--- src/logic/indication_pkg.sv ---
// Constants and types for alarm, error code and tare indication
// What this block does
// Min/max alarm function: min alarm lights alarm+min, max alarm lights alarm+max.
// System alarm or error lights min, max and alarm, and shows its code; here only system_alarm, self_fail and sensor_fail light them.
// Code 1 while input above measuring range; clears when back in range.
// Code 2 while input below measuring range; clears when back in range.
// Code 3 while display value above 9999; clears below 9999.
// Code 4 while display value below -1999; clears above -1999.
// Self-diagnostic failure shows code 7.
// Sensor broken or shorted shows code 9.
// Faulty intermediate value shows code 11 instead of a reading.
// Configuration that cannot give a valid value shows code 12.
// Short tare press stores current value; display becomes relative, starting at 0.
// Holding tare about two seconds clears tare; absolute value shown again.
// Tare LED flashes while a tare is active.
// No tare at value 0; press at displayed 0 with tare active clears it.
// Serial link is slave only; answers only host requests.
// Holds a unique ID and accepts a host-assigned bus address.
// Several errors: one code by fixed priority, system and sensor first.
package indication_pkg;
   localparam int          VAL_W          = 16;
   localparam logic [15:0] DISP_MAX       = 16'h270F;  // 9999
   localparam logic [15:0] DISP_MIN       = 16'hF831;  // -1999
   localparam logic [3:0]  ERR_NONE       = 4'h0;
   localparam logic [3:0]  ERR_RANGE_HI   = 4'h1;
   localparam logic [3:0]  ERR_RANGE_LO   = 4'h2;
   localparam logic [3:0]  ERR_DISP_HI    = 4'h3;
   localparam logic [3:0]  ERR_DISP_LO    = 4'h4;
   localparam logic [3:0]  ERR_SYSTEM     = 4'h7;
   localparam logic [3:0]  ERR_SENSOR     = 4'h9;
   localparam logic [3:0]  ERR_CALC       = 4'hB;
   localparam logic [3:0]  ERR_CONFIG     = 4'hC;
   localparam int          CLK_HZ         = 250000000;
   localparam int          HOLD_MS        = 2000;
   localparam int          FLASH_MS       = 250;
   localparam longint      HOLD_CYC_L     = longint'(CLK_HZ) / 1000 * HOLD_MS;
   localparam longint      FLASH_CYC_L    = longint'(CLK_HZ) / 1000 * FLASH_MS;
   localparam logic [31:0] UNIQUE_ID      = 32'h0000A5A5;  // Arbitrary value
   localparam logic [7:0]  ADDR_RESET     = 8'h01;
   localparam logic [7:0]  CMD_READ_VAL   = 8'h01;
   localparam logic [7:0]  CMD_READ_ID    = 8'h02;
   localparam logic [7:0]  CMD_READ_ERR   = 8'h03;
   localparam logic [7:0]  CMD_SET_ADDR   = 8'h04;
   typedef enum logic [1:0]
   {
      KEY_IDLE = 2'b00,
      KEY_HELD = 2'b01,
      KEY_DONE = 2'b10
   } key_state_e;
endpackage

--- src/logic/error_classifier.sv ---
// Combinational error code selection by fixed priority
`timescale 1ns/1ps
module error_classifier
   import indication_pkg::*;
(
   input  wire logic              range_hi,
   input  wire logic              range_lo,
   input  wire logic              self_fail,
   input  wire logic              sensor_fail,
   input  wire logic              calc_fault,
   input  wire logic              config_bad,
   input  wire logic [VAL_W-1:0]  disp_value,
   output logic      [3:0]        code
);
   always_comb
   begin
      // System and sensor faults mask everything derived from the reading
      if (self_fail)
         code = ERR_SYSTEM;
      else if (sensor_fail)
         code = ERR_SENSOR;
      else if (config_bad)
         code = ERR_CONFIG;
      else if (calc_fault)
         code = ERR_CALC;
      else if (range_hi)
         code = ERR_RANGE_HI;
      else if (range_lo)
         code = ERR_RANGE_LO;
      else if ($signed(disp_value) > $signed(DISP_MAX))
         code = ERR_DISP_HI;
      else if ($signed(disp_value) < $signed(DISP_MIN))
         code = ERR_DISP_LO;
      else
         code = ERR_NONE;
   end
endmodule

--- src/logic/alarm_error_tare_indication.sv ---
// Alarm LEDs, error code display, tare function and serial slave
`timescale 1ns/1ps
module alarm_error_tare_indication
   import indication_pkg::*;
#(
   parameter longint HOLD_CYC  = HOLD_CYC_L,
   parameter longint FLASH_CYC = FLASH_CYC_L
)
(
   input  wire logic              clk,
   input  wire logic              resetn,
   input  wire logic              min_max_alarm_output_function,
   input  wire logic              min_alarm,
   input  wire logic              max_alarm,
   input  wire logic              system_alarm,
   input  wire logic              range_hi,
   input  wire logic              range_lo,
   input  wire logic              self_fail,
   input  wire logic              sensor_fail,
   input  wire logic              calc_fault,
   input  wire logic              config_bad,
   input  wire logic [VAL_W-1:0]  meas_value,
   input  wire logic              tare_key,
   input  wire logic              host_req,
   input  wire logic [7:0]        host_cmd,
   input  wire logic [7:0]        host_addr,
   input  wire logic [7:0]        host_arg,
   output logic      [VAL_W-1:0]  disp_value,
   output logic      [3:0]        err_code,
   output logic                   err_show,
   output logic                   led_alarm,
   output logic                   led_min,
   output logic                   led_max,
   output logic                   tare_active_led,
   output logic                   tare_active,
   output logic                   resp_valid,
   output logic      [31:0]       resp_data,
   output logic      [7:0]        bus_addr
);
   // Counters are 32 bits; the two-second hold fits comfortably
   logic [VAL_W-1:0] tare_ref, next_tare_ref, rel_value;
   logic             next_tare_active;
   key_state_e       key_st, next_key_st;
   logic [31:0]      hold_cnt, next_hold_cnt;
   logic [31:0]      flash_cnt, next_flash_cnt;
   logic             flash_ph, next_flash_ph;
   logic [3:0]       code;
   logic             sys_err;
   logic             next_led_alarm, next_led_min, next_led_max;
   logic             next_resp_valid;
   logic [31:0]      next_resp_data;
   logic [7:0]       next_bus_addr;

   assign rel_value = tare_active ? meas_value - tare_ref : meas_value;

   error_classifier u_class
   (
      .range_hi    (range_hi),
      .range_lo    (range_lo),
      .self_fail   (self_fail),
      .sensor_fail (sensor_fail),
      .calc_fault  (calc_fault),
      .config_bad  (config_bad),
      .disp_value  (rel_value),
      .code        (code)
   );

   assign sys_err = system_alarm | self_fail | sensor_fail;

   // Alarm LEDs
   always_comb
   begin
      next_led_min   = 1'b0;
      next_led_max   = 1'b0;
      if (sys_err)
      begin
         next_led_min = 1'b1;
         next_led_max = 1'b1;
      end
      else if (min_max_alarm_output_function)
      begin
         next_led_min = min_alarm;
         next_led_max = max_alarm;
      end
      next_led_alarm = next_led_min | next_led_max;
   end

   // Tare key: action decided on release so a long hold never sets a tare
   always_comb
   begin
      next_key_st      = key_st;
      next_hold_cnt    = hold_cnt;
      next_tare_ref    = tare_ref;
      next_tare_active = tare_active;
      unique case (key_st)
         KEY_IDLE:
         begin
            next_hold_cnt = 32'h0;
            if (tare_key)
               next_key_st = KEY_HELD;
         end
         KEY_HELD:
         begin
            if (!tare_key)
            begin
               next_key_st = KEY_IDLE;
               if (tare_active && rel_value == '0)
                  next_tare_active = 1'b0;
               else if (meas_value != '0)
               begin
                  next_tare_ref    = meas_value;
                  next_tare_active = 1'b1;
               end
            end
            else if (hold_cnt >= 32'(HOLD_CYC - 1))
            begin
               next_key_st      = KEY_DONE;
               next_tare_active = 1'b0;
            end
            else
               next_hold_cnt = hold_cnt + 32'h1;
         end
         KEY_DONE:
         begin
            if (!tare_key)
               next_key_st = KEY_IDLE;
         end
         default:
            next_key_st = KEY_IDLE;
      endcase
   end

   // Tare LED blink
   always_comb
   begin
      next_flash_cnt = 32'h0;
      next_flash_ph  = 1'b0;
      if (tare_active)
      begin
         next_flash_ph = flash_ph;
         if (flash_cnt >= 32'(FLASH_CYC - 1))
            next_flash_ph = ~flash_ph;
         else
            next_flash_cnt = flash_cnt + 32'h1;
      end
   end

   // Serial slave: speaks only when addressed by the host
   always_comb
   begin
      next_resp_valid = 1'b0;
      next_resp_data  = resp_data;
      next_bus_addr   = bus_addr;
      if (host_req && host_addr == bus_addr)
      begin
         next_resp_valid = 1'b1;
         unique case (host_cmd)
            CMD_READ_VAL: next_resp_data = {{(32-VAL_W){rel_value[VAL_W-1]}}, rel_value};
            CMD_READ_ID:  next_resp_data = UNIQUE_ID;
            CMD_READ_ERR: next_resp_data = {28'h0, code};
            CMD_SET_ADDR:
            begin
               next_bus_addr  = host_arg;
               next_resp_data = {24'h0, host_arg};
            end
            default:      next_resp_valid = 1'b0;
         endcase
      end
   end

   always_ff @(posedge clk or negedge resetn)
   begin
      if (!resetn)
      begin
         key_st          <= KEY_IDLE;
         hold_cnt        <= 32'h0;
         tare_ref        <= '0;
         tare_active     <= 1'b0;
         flash_cnt       <= 32'h0;
         flash_ph        <= 1'b0;
         tare_active_led <= 1'b0;
         led_alarm       <= 1'b0;
         led_min         <= 1'b0;
         led_max         <= 1'b0;
         disp_value      <= '0;
         err_code        <= ERR_NONE;
         err_show        <= 1'b0;
         resp_valid      <= 1'b0;
         resp_data       <= 32'h0;
         bus_addr        <= ADDR_RESET;
      end
      else
      begin
         key_st          <= next_key_st;
         hold_cnt        <= next_hold_cnt;
         tare_ref        <= next_tare_ref;
         tare_active     <= next_tare_active;
         flash_cnt       <= next_flash_cnt;
         flash_ph        <= next_flash_ph;
         tare_active_led <= next_flash_ph;
         led_alarm       <= next_led_alarm;
         led_min         <= next_led_min;
         led_max         <= next_led_max;
         disp_value      <= rel_value;
         err_code        <= code;
         err_show        <= (code != ERR_NONE);
         resp_valid      <= next_resp_valid;
         resp_data       <= next_resp_data;
         bus_addr        <= next_bus_addr;
      end
   end

   property p_sys_leds;
      @(posedge clk) disable iff (!resetn)
      sys_err |=> (led_min && led_max && led_alarm);
   endproperty
   a_sys_leds: assert property (p_sys_leds) else $error("system fault did not light all alarm LEDs");

   property p_min_led;
      @(posedge clk) disable iff (!resetn)
      (!sys_err && min_max_alarm_output_function && min_alarm && !max_alarm) |=> (led_min && led_alarm && !led_max);
   endproperty
   a_min_led: assert property (p_min_led) else $error("min alarm LEDs wrong");

   property p_no_func;
      @(posedge clk) disable iff (!resetn)
      (!sys_err && !min_max_alarm_output_function) |=> !led_alarm;
   endproperty
   a_no_func: assert property (p_no_func) else $error("alarm LED lit without function");

   property p_sys_code;
      @(posedge clk) disable iff (!resetn)
      self_fail |=> (err_code == ERR_SYSTEM && err_show);
   endproperty
   a_sys_code: assert property (p_sys_code) else $error("self failure not shown as code 7");

   property p_sensor_code;
      @(posedge clk) disable iff (!resetn)
      (sensor_fail && !self_fail) |=> err_code == ERR_SENSOR;
   endproperty
   a_sensor_code: assert property (p_sensor_code) else $error("sensor failure not shown as code 9");

   property p_range_hi;
      @(posedge clk) disable iff (!resetn)
      (range_hi && !self_fail && !sensor_fail && !config_bad && !calc_fault) |=> err_code == ERR_RANGE_HI;
   endproperty
   a_range_hi: assert property (p_range_hi) else $error("over range not shown as code 1");

   property p_range_lo;
      @(posedge clk) disable iff (!resetn)
      (range_lo && !range_hi && !self_fail && !sensor_fail && !config_bad && !calc_fault)
         |=> err_code == ERR_RANGE_LO;
   endproperty
   a_range_lo: assert property (p_range_lo) else $error("under range not shown as code 2");

   property p_disp_hi;
      @(posedge clk) disable iff (!resetn)
      (!range_hi && !range_lo && !self_fail && !sensor_fail && !config_bad && !calc_fault
         && $signed(rel_value) > $signed(DISP_MAX)) |=> err_code == ERR_DISP_HI;
   endproperty
   a_disp_hi: assert property (p_disp_hi) else $error("display overflow not shown as code 3");

   property p_disp_lo;
      @(posedge clk) disable iff (!resetn)
      (!range_hi && !range_lo && !self_fail && !sensor_fail && !config_bad && !calc_fault
         && $signed(rel_value) < $signed(DISP_MIN)) |=> err_code == ERR_DISP_LO;
   endproperty
   a_disp_lo: assert property (p_disp_lo) else $error("display underflow not shown as code 4");

   property p_calc_code;
      @(posedge clk) disable iff (!resetn)
      (calc_fault && !config_bad && !self_fail && !sensor_fail) |=> err_code == ERR_CALC;
   endproperty
   a_calc_code: assert property (p_calc_code) else $error("faulty intermediate not shown as code 11");

   property p_config_code;
      @(posedge clk) disable iff (!resetn)
      (config_bad && !self_fail && !sensor_fail) |=> err_code == ERR_CONFIG;
   endproperty
   a_config_code: assert property (p_config_code) else $error("bad configuration not shown as code 12");

   property p_long_hold;
      @(posedge clk) disable iff (!resetn)
      (key_st == KEY_HELD && tare_key && hold_cnt >= 32'(HOLD_CYC - 1)) |=> !tare_active;
   endproperty
   a_long_hold: assert property (p_long_hold) else $error("long key hold did not clear tare");

   property p_set_addr;
      @(posedge clk) disable iff (!resetn)
      (host_req && host_addr == bus_addr && host_cmd == CMD_SET_ADDR) |=> (resp_valid && bus_addr == $past(host_arg));
   endproperty
   a_set_addr: assert property (p_set_addr) else $error("host address not taken");

   property p_tare_zero;
      @(posedge clk) disable iff (!resetn)
      (key_st == KEY_HELD && !tare_key && !tare_active && meas_value == '0) |=> !tare_active;
   endproperty
   a_tare_zero: assert property (p_tare_zero) else $error("tare set at value zero");

   property p_tare_set;
      @(posedge clk) disable iff (!resetn)
      (key_st == KEY_HELD && !tare_key && !tare_active && meas_value != '0) ##1 (meas_value == $past(meas_value))
         |=> disp_value == '0;
   endproperty
   a_tare_set: assert property (p_tare_set) else $error("display not zero after tare");

   property p_led_off;
      @(posedge clk) disable iff (!resetn)
      !tare_active ##1 !tare_active |=> !tare_active_led;
   endproperty
   a_led_off: assert property (p_led_off) else $error("tare LED lit without tare");

   property p_slave;
      @(posedge clk) disable iff (!resetn)
      !(host_req && host_addr == bus_addr) |=> !resp_valid;
   endproperty
   a_slave: assert property (p_slave) else $error("answer without request");

   c_tare: cover property (@(posedge clk) disable iff (!resetn) $rose(tare_active));
   c_clear: cover property (@(posedge clk) disable iff (!resetn) $fell(tare_active));
   c_sys: cover property (@(posedge clk) disable iff (!resetn) sys_err ##1 led_alarm);
   c_resp: cover property (@(posedge clk) disable iff (!resetn) resp_valid);
endmodule

--- config.mk ---
export PLATFORM = sky130hd
export DESIGN_NAME = alarm_error_tare_indication
export DESIGN_NICKNAME = d
export VERILOG_FILES = /design/src/logic/indication_pkg.sv /design/src/logic/error_classifier.sv /design/src/logic/alarm_error_tare_indication.sv
export SDC_FILE = /design/constraint.sdc
export NUM_CORES = 1
export LEC_CHECK = 0
export ABC_AREA = 1
export BUFFER_PORTS_ARGS = -buffer_cell sky130_fd_sc_hd__buf_2
export CAP_MARGIN = 20
export CORE_ASPECT_RATIO = 0.5
export CORE_MARGIN = 4
export CORE_UTILIZATION = 40
export DETAILED_ROUTE_END_ITERATION = 10
export PLACE_DENSITY = 0.62
export SKIP_LAST_GASP = 1
export SYNTH_ARGS = -nofsm -noshare
export SYNTH_HDL_FRONTEND = slang
export SYNTH_SLANG_ARGS = --single-unit
export TNS_END_PERCENT = 100
--- constraint.sdc ---
create_clock -name clk -period 2.45 [get_ports clk]
set_clock_uncertainty 0.05 [all_clocks]
set_input_delay 0.1225 -clock clk [delete_from_list [all_inputs] [get_ports clk]]
set_output_delay 0.1225 -clock clk [all_outputs]
set_load 0.005 [all_outputs]
==> metrics.csv, run 1 <==
stage,metric,value,unit
global_route,grt_pass1_vias,7349,
critical_path,worstPathMaxFanout,3,
pwr,cell_internal_pwr,5.05,mW
status,status,"finished, violations left",
yosys,muxShareOfSynthArea,0.727,%
floorplan,die_y,106,µm
placed_design,gp_congestion,0.934,
status,violations,setup timing,
sta,max-slew-margin-rel,53.1,%
sta,holdWs,6.39,ps
floorplan,start_util,41.4,%
yosys,synth_commonest_cells,"nand2_1 (261), inv_1 (169), dfrtp_1 (133), nor2_1 (82), nand3_1 (50)",
detailed_routing,vias_per_cell,4.95,
yosys,ys_seq_elements,134,
cts,cts_root_buf,clkbuf_16,
cts,cts.sinks,134,
sta,rsz0062_at_grt,true,
yosys,ys_seq_area_share,43.3,%
yosys,synth-edff-count,0,
layout,final_area,11100,µm²
floorplan,dieArea,21800,µm²
global_route,grt_use_total,20.7,%
yosys,synth_top_family_by_area,simple AND/OR/NAND/NOR gates,
detailed_routing,drc_errors,0,
yosys,avgSynthCellArea,7.59,µm²
floorplan,rows,35,
yosys,synth-compound-area-share,9.02,%
sta,worstMarginPinSlew,703,ps
sta,final_max_slew_viol_count,0,
pwr,power.leakage,5.50,nW
yosys,synth.distinct_cells,50,
critical_path,required,2740,ps
pwr,p_comb_share,34.0,%
yosys,syn-instance-count,1020,
sta,setup_viol,28,
cts,cts.clk_slew.worst_paths,60,ps
yosys,ys_async_sr_fraction,100,%
critical_path,cp.arrival,2950,ps
placed_design,pre_cts_ws,-335,ps
critical_path,endpoint_kind,flip-flop,
layout,diodes,0,
detailed_routing,dr.first_iter.drc_count,419,
yosys,synth.area.top_cells,"dfrtp_1 (43%), nand2_1 (13%), inv_1 (8.2%), nor2_1 (4.0%), nand3_1 (3.2%)",
global_route,grt-ovfl-total,0,
placed_design,place_hpwl,16900,µm
global_route,grt_max_degree,74,
sta,setup_slack,-208,ps
yosys,synth-xor-area-share,2.49,%
yosys,synth_top_area_share,43.0,%
placed_design,place_area,9240,µm²
detailed_routing,drtAntennaViolNets,0,
yosys,syn_area,7740,µm²
pwr,switching_share,33.2,%
sta,period_share,109,%
layout,drive_above_1_share,35.9,%
detailed_routing,dr.pass1.iters,5,
layout,final_nets,1356,
detailed_routing,wl_per_cell,15.4,µm
global_route,grt_pass1_wl,36400,µm
global_route,antenna_found_initial,1,
layout,syn2layout_area_growth,43.9,%
sta,fmax,376,MHz
yosys,yosysWarnings,0,
cts,htreeDepth,4,
yosys,synth_area_leader_cell,dfrtp_1,
sta,finalCriticalPeriod,2660,ps
critical_path,critPathLaunchType,flip-flop,
pwr,power.switching,2.51,mW
pwr,power_frac_clock,32.9,%
pwr,seqPwrFrac,33.1,%
detailed_routing,wl,24000,µm
critical_path,crit_type,reg -> reg,
run,drv_cap,0,
yosys,synth_simple_gate_area_share,30.3,%
floorplan,coreArea,18700,µm²
pwr,power_density,679,nW/µm²
min_path,hold_path.class,in -> reg,
floorplan,die_w,205,µm
yosys,synth_adder_area_share,3.17,%
yosys,ys.flop_type,dfrtp_1,
pwr,vdd_drop_max,0.599,mV
detailed_routing,vias,7694,
yosys,synth_most_common_cell,nand2_1,
cts,clk_latency,420,ps
cts,cts_made_buffers,17,
cts,clock_path_buffers,2,
placed_design,numPortBuffers,120,
cts,cts_tree,yes,
floorplan,io_pins,121,
sta,hold_viol_final,0,
-- routing by layer --
metal	up-vias	part of all wire (%)	track usage, %
met2	180	49	35.1
met1	3712	45	27.7
met5	-	0.083	0
li1	3783	-	-
met3	17	4.7	4.63
met4	2	0.76	3.97
-- worst max-delay path, stage by stage, from the launching register on --
cell	delay (ps)
dfrtp_1	390
ha_2	180
fa_2	330
inv_2	90
nand2_2	80
nand3_4	90
nand2_2	70
nand3_1	80
nand3_1	90
nand2_2	130
nand2_4	80
nor2_4	110
nand3_1	100
nand2_2	80
nand3_2	100
o21ai_1	150
nand2_1	80
nand3_2	80
nand2_1	50
a21boi_1	130
-- repair_timing --
item,4_1_cts,5_1_grt
hold endpoints to repair,92,0
setup buffers,2,27
pin swaps,14,60
gates resized for setup,54,135
hold buffers,24,0
gates cloned,0,5
setup endpoints to repair,43,82
-- kinds of logic after synthesis --
| family | after synthesis |
|---|---|
| XOR/XNOR | 22 |
| other | 1 |
| flip-flops | 134 |
| AO/OA/AOI/OAI | 120 |
| AND/OR/NAND/NOR | 514 |
| multiplexers | 5 |
| adder cells (fa/ha/maj) | 19 |
| buffers and inverters | 205 |
-- power by group through the flow --
stage / Combinational (mW) / Sequential, mW / Clock (mW)
floorplan: 1.00 / 2.54 / 0
global placement: 2.01 / 2.53 / 0
detailed placement: 2.03 / 2.54 / 0
CTS: 2.28 / 2.50 / 2.53
global route: 2.82 / 2.52 / 2.64
finish: 2.57 / 2.50 / 2.49
-- state kept, by name, summed over array words and instances, names as in the netlist --
register / count
bus_addr: 8
disp_value: 16
err_code: 4
err_show: 1
flash_cnt: 32
flash_ph: 1
hold_cnt: 32
key_st: 2
led_alarm: 1
led_max: 1
led_min: 1
resp_data: 17
resp_valid: 1
tare_active: 1
tare_ref: 16
-- layout by cell type (no fill, tap or decap), types with 6 or more instances in the layout --
master         instances
nor4_1                13
inv_1                156
ha_4                  12
a21oi_2                9
nand3_2               12
buf_2                119
o21ai_1               12
dfrtp_1              133
nand2_4               10
nand2_1              216
buf_6                  6
nand3_1               40
inv_2                 17
o31ai_1                7
buf_4                110
nor3_2                11
xor2_1                18
nor2_2                14
a21oi_1               28
nor2_4                16
conb_1                 6
dlygate4sd3_1         24
nand4_1               18
o21ai_0               33
clkbuf_16             21
nand2_2               45
nor2_1                65
nor3_1                25
-- area by class of cell --
type / instances / area [µm²]
Fill cell: 1626 / 7560
Multi-Input combinational cell: 686 / 4300
Sequential cell: 134 / 3350
Timing Repair Buffer: 269 / 1930
Inverter: 175 / 659
Clock buffer: 23 / 488
Tap cell: 259 / 324
Clock inverter: 9 / 77.6
-- metrics by stage --
step	util, %	instances	power, mW	TNS [ps]
2_1_floorplan	-	1025	3.55	0
3_3_place_gp	49.4	1466	4.55	-4730
3_5_place_dp	49.4	1466	4.57	-5380
4_1_cts	55.3	1524	7.31	-1270
5_1_grt	59.6	1555	7.98	-11590
6_report	59.6	1555	7.56	-4070
-- worst paths after layout --
check                      cells after the start  slack [ps]            to    startpoint
hold / removal                                 5           6   err_code[1]    calc_fault
setup / recovery                              19        -210  resp_data[0]   tare_ref[0]
hold reg to reg                                1         440  flash_cnt[0]  flash_cnt[0]
max in group asynchronous                      3        1380     key_st[1]        resetn
min in group asynchronous                      2         240   err_code[2]        resetn
setup reg to reg                              19        -210  resp_data[0]   tare_ref[0]
(Power assumes the default switching activity.)
==> inputs of run 2 (changes only) <==
Settings changed: PLACE_DENSITY 0.62 to 0.6.
Clock period 2.45 ns to 2.8 ns, I/O delays scaled along.
==> run 2 against run 1 <==
  * The run now ends clean
  * Final cell count down 4.8%
  * Flip-flop and latch count unchanged
  * First-iteration DRC count up 1.2%
  * Combinational power down 28%
  * Sequential share of layout area up 3.0 points
  * Die area unchanged
==> metrics.csv, run 2 (synthesis results as in run 1) <==
stage,metric,value,unit,change
critical_path,slowest_delay,400,ps,was 390 ps
floorplan,dieArea,21800,µm²,unchanged
sta,tns,0,ps,was -4070 ps
critical_path,cpLargestDelayFamily,compound AO/OA/AOI/OAI gates,,was simple AND/OR/NAND/NOR gates
global_route,antenna_found_initial,0,,was 1
detailed_routing,wl_per_cell,14.4,µm,was 15.4 µm
cts,htreeDepth,4,,unchanged
cts,cts.sinks,134,,unchanged
detailed_routing,wl,21400,µm,was 24000 µm
layout,syn2layout_area_growth,30.8,%,was 43.9%
floorplan,coreArea,18700,µm²,unchanged
cts,cts_tree,yes,,unchanged
floorplan,start_util,41.4,%,unchanged
cts,cts_root_buf,clkbuf_16,,unchanged
critical_path,endpoint_kind,flip-flop,,unchanged
sta,holdWs,10.8,ps,was 6.39 ps
cts,clk_latency,420,ps,about the same
pwr,power.leakage,5.02,nW,was 5.50 nW
sta,worstMarginPinSlew,574,ps,was 703 ps
sta,setup_viol,0,,was 28
global_route,grt_max_degree,60,,was 74
status,status,"finished, final reports clean",,"was finished, violations left"
critical_path,setup.reg_to_reg.worst_slack,140,ps,was -210 ps
global_route,grt_pass1_vias,7052,,was 7349
placed_design,numPortBuffers,120,,unchanged
layout,layout_common_cells,"nand2_1 (238), inv_1 (164), dfrtp_1 (133)",,"was nand2_1 (216), inv_1 (156), dfrtp_1 (133)"
detailed_routing,vias,7272,,was 7694
sta,period_share,95.0,%,was 109%
floorplan,die_w,205,µm,unchanged
critical_path,cp.arrival,2910,ps,was 2950 ps
layout,largestRegisters,"flash_cnt: 32 flops, hold_cnt: 32 flops, resp_data: 17 flops",,unchanged
cts,cts_made_buffers,17,,unchanged
sta,hold_viol_final,0,,unchanged
min_path,hp-start,meas_value[8],,was calc_fault
placed_design,place_area,8810,µm²,was 9240 µm²
critical_path,r2r_start,tare_ref[0],,unchanged
critical_path,r2r_end,tare_ref[2],,was resp_data[0]
critical_path,crit_chain,"ha_2, fa_2, inv_4, nor2_1, o22ai_1, nor3_1, nand3_1, nor2_2, a41oi_2, nand2_2, clkbuf_16, nand2_1, o21ai_0",,"was ha_2, fa_2, inv_2, nand2_2, nand3_4, nand2_2, nand3_1, nand3_1, nand2_2, nand2_4, nor2_4, nand3_1, nand2_2, nand3_2, o21ai_1, nand2_1, nand3_2, nand2_1, a21boi_1"
global_route,grt-ovfl-total,0,,unchanged
critical_path,cp_num_cells,13,,was 19
run,drv_cap,0,,unchanged
min_path,whs_path_depth,3,,was 5
placed_design,gp_congestion,0.876,,was 0.934
sta,fmax,376,MHz,about the same
critical_path,startpoint,tare_ref[0],,unchanged
cts,cts.clk_slew.worst_paths,70,ps,was 60 ps
layout,diodes,0,,unchanged
pwr,power_density,616,nW/µm²,was 679 nW/µm²
critical_path,crit_type,reg -> reg,,unchanged
detailed_routing,dr.first_iter.drc_count,424,,was 419
critical_path,crit_buf_inv,2,,was 1
floorplan,die_y,106,µm,unchanged
critical_path,r2r.worst_path.cells,13,,was 19
detailed_routing,vias_per_cell,4.91,,was 4.95
detailed_routing,drtAntennaViolNets,0,,unchanged
sta,rsz0062_at_grt,true,,unchanged
floorplan,io_pins,121,,unchanged
detailed_routing,drc_errors,0,,unchanged
detailed_routing,dr.pass1.iters,5,,unchanged
layout,final_nets,1283,,was 1356
critical_path,required,3050,ps,was 2740 ps
global_route,grt_use_total,19.6,%,was 20.7%
min_path,hold_end,tare_ref[8],,was err_code[1]
critical_path,cp_slowest_cell,dfrtp_1,,unchanged
pwr,vdd_drop_max,0.432,mV,was 0.599 mV
layout,final_area,10100,µm²,was 11100 µm²
sta,finalCriticalPeriod,2660,ps,about the same
sta,final_max_slew_viol_count,0,,unchanged
global_route,grt_pass1_wl,34800,µm,was 36400 µm
sta,max-slew-margin-rel,61.7,%,was 53.1%
floorplan,rows,35,,unchanged
placed_design,place_hpwl,16100,µm,was 16900 µm
cts,clock_path_buffers,2,,unchanged
layout,final_common_cell,nand2_1,,unchanged
critical_path,worstPathMaxFanout,16,,was 3
critical_path,critPathLaunchType,flip-flop,,unchanged
layout,drive_above_1_share,25.5,%,was 35.9%
min_path,hold_path.class,in -> reg,,unchanged
run 2: changes by cell type in the layout (fill, tap and decap cells not counted), moves of 6 or more:
cell / delta
buf_4: -67
inv_1: +8
inv_2: -8
nand2_1: +22
nand2_2: -16
nand2_4: -6
nor2_1: +8
nor2_4: -10
nor3_1: +8
nor3_2: -8
run 2: worst max-delay path by stage:
stage | slack [ps] | end
after global placement | -4 | tare_ref[1]
after floorplan | 280 | tare_ref[7]
after CTS | 0.7 | err_show
after detailed placement | -50 | tare_ref[4]
final | 140 | tare_ref[2]
after global routing | -60 | flash_cnt[24]
run 2: stage by stage:
step,instances,setup WS (ps),power (mW),utilization [%]
floorplan,1025,285,3.09,-
global placement,1410,-3.92,3.72,47.1
detailed placement,1410,-48.1,3.74,47.1
CTS,1470,0.697,5.99,51.8
global route,1481,-55.9,6.59,54.2
finish,1481,140,6.23,54.2
run 2: worst min-delay path, stage by stage:
cell and delay (ps):
buf_2 150, inv_1 80, o21ai_1 70
run 2: cell type report:
type                    instances  area (µm²)
fillers                      1771        8570
multi-input cells             686        3910
flip-flops and latches        134        3350
repair buffers                196        1310
inverters                     175         659
clock buffers                  20         447
well taps                     259         324
clock inverters                11         128
run 2: routing by layer:
layer  global-route usage [%]  vias to the layer above  wire length, µm
met4                     4.40                        0              241
li1                         -                     3632                -
met2                     32.1                      168             9820
met1                     27.1                     3449            10300
met5                        0                        -                0
met3                     3.78                       23             1040
run 2: power breakdown:
| part | internal [mW] | total (mW) | switching [mW] |
|---|---|---|---|
| sequential | 2.11 | 2.20 | 0.0833 |
| combinational | 0.731 | 1.84 | 1.11 |
| clock | 1.33 | 2.20 | 0.872 |
| total | 4.17 | 6.23 | 2.06 |
run 2: timing repair:
action | in CTS | in global routing
pin swaps | 1 | 21
gates cloned | 0 | 1
hold buffers | 29 | 0
gates resized for setup | 2 | 95
buffers inserted | 0 | 10
endpoints found under the setup margin | 19 | 31
hold endpoints to repair | 82 | 0
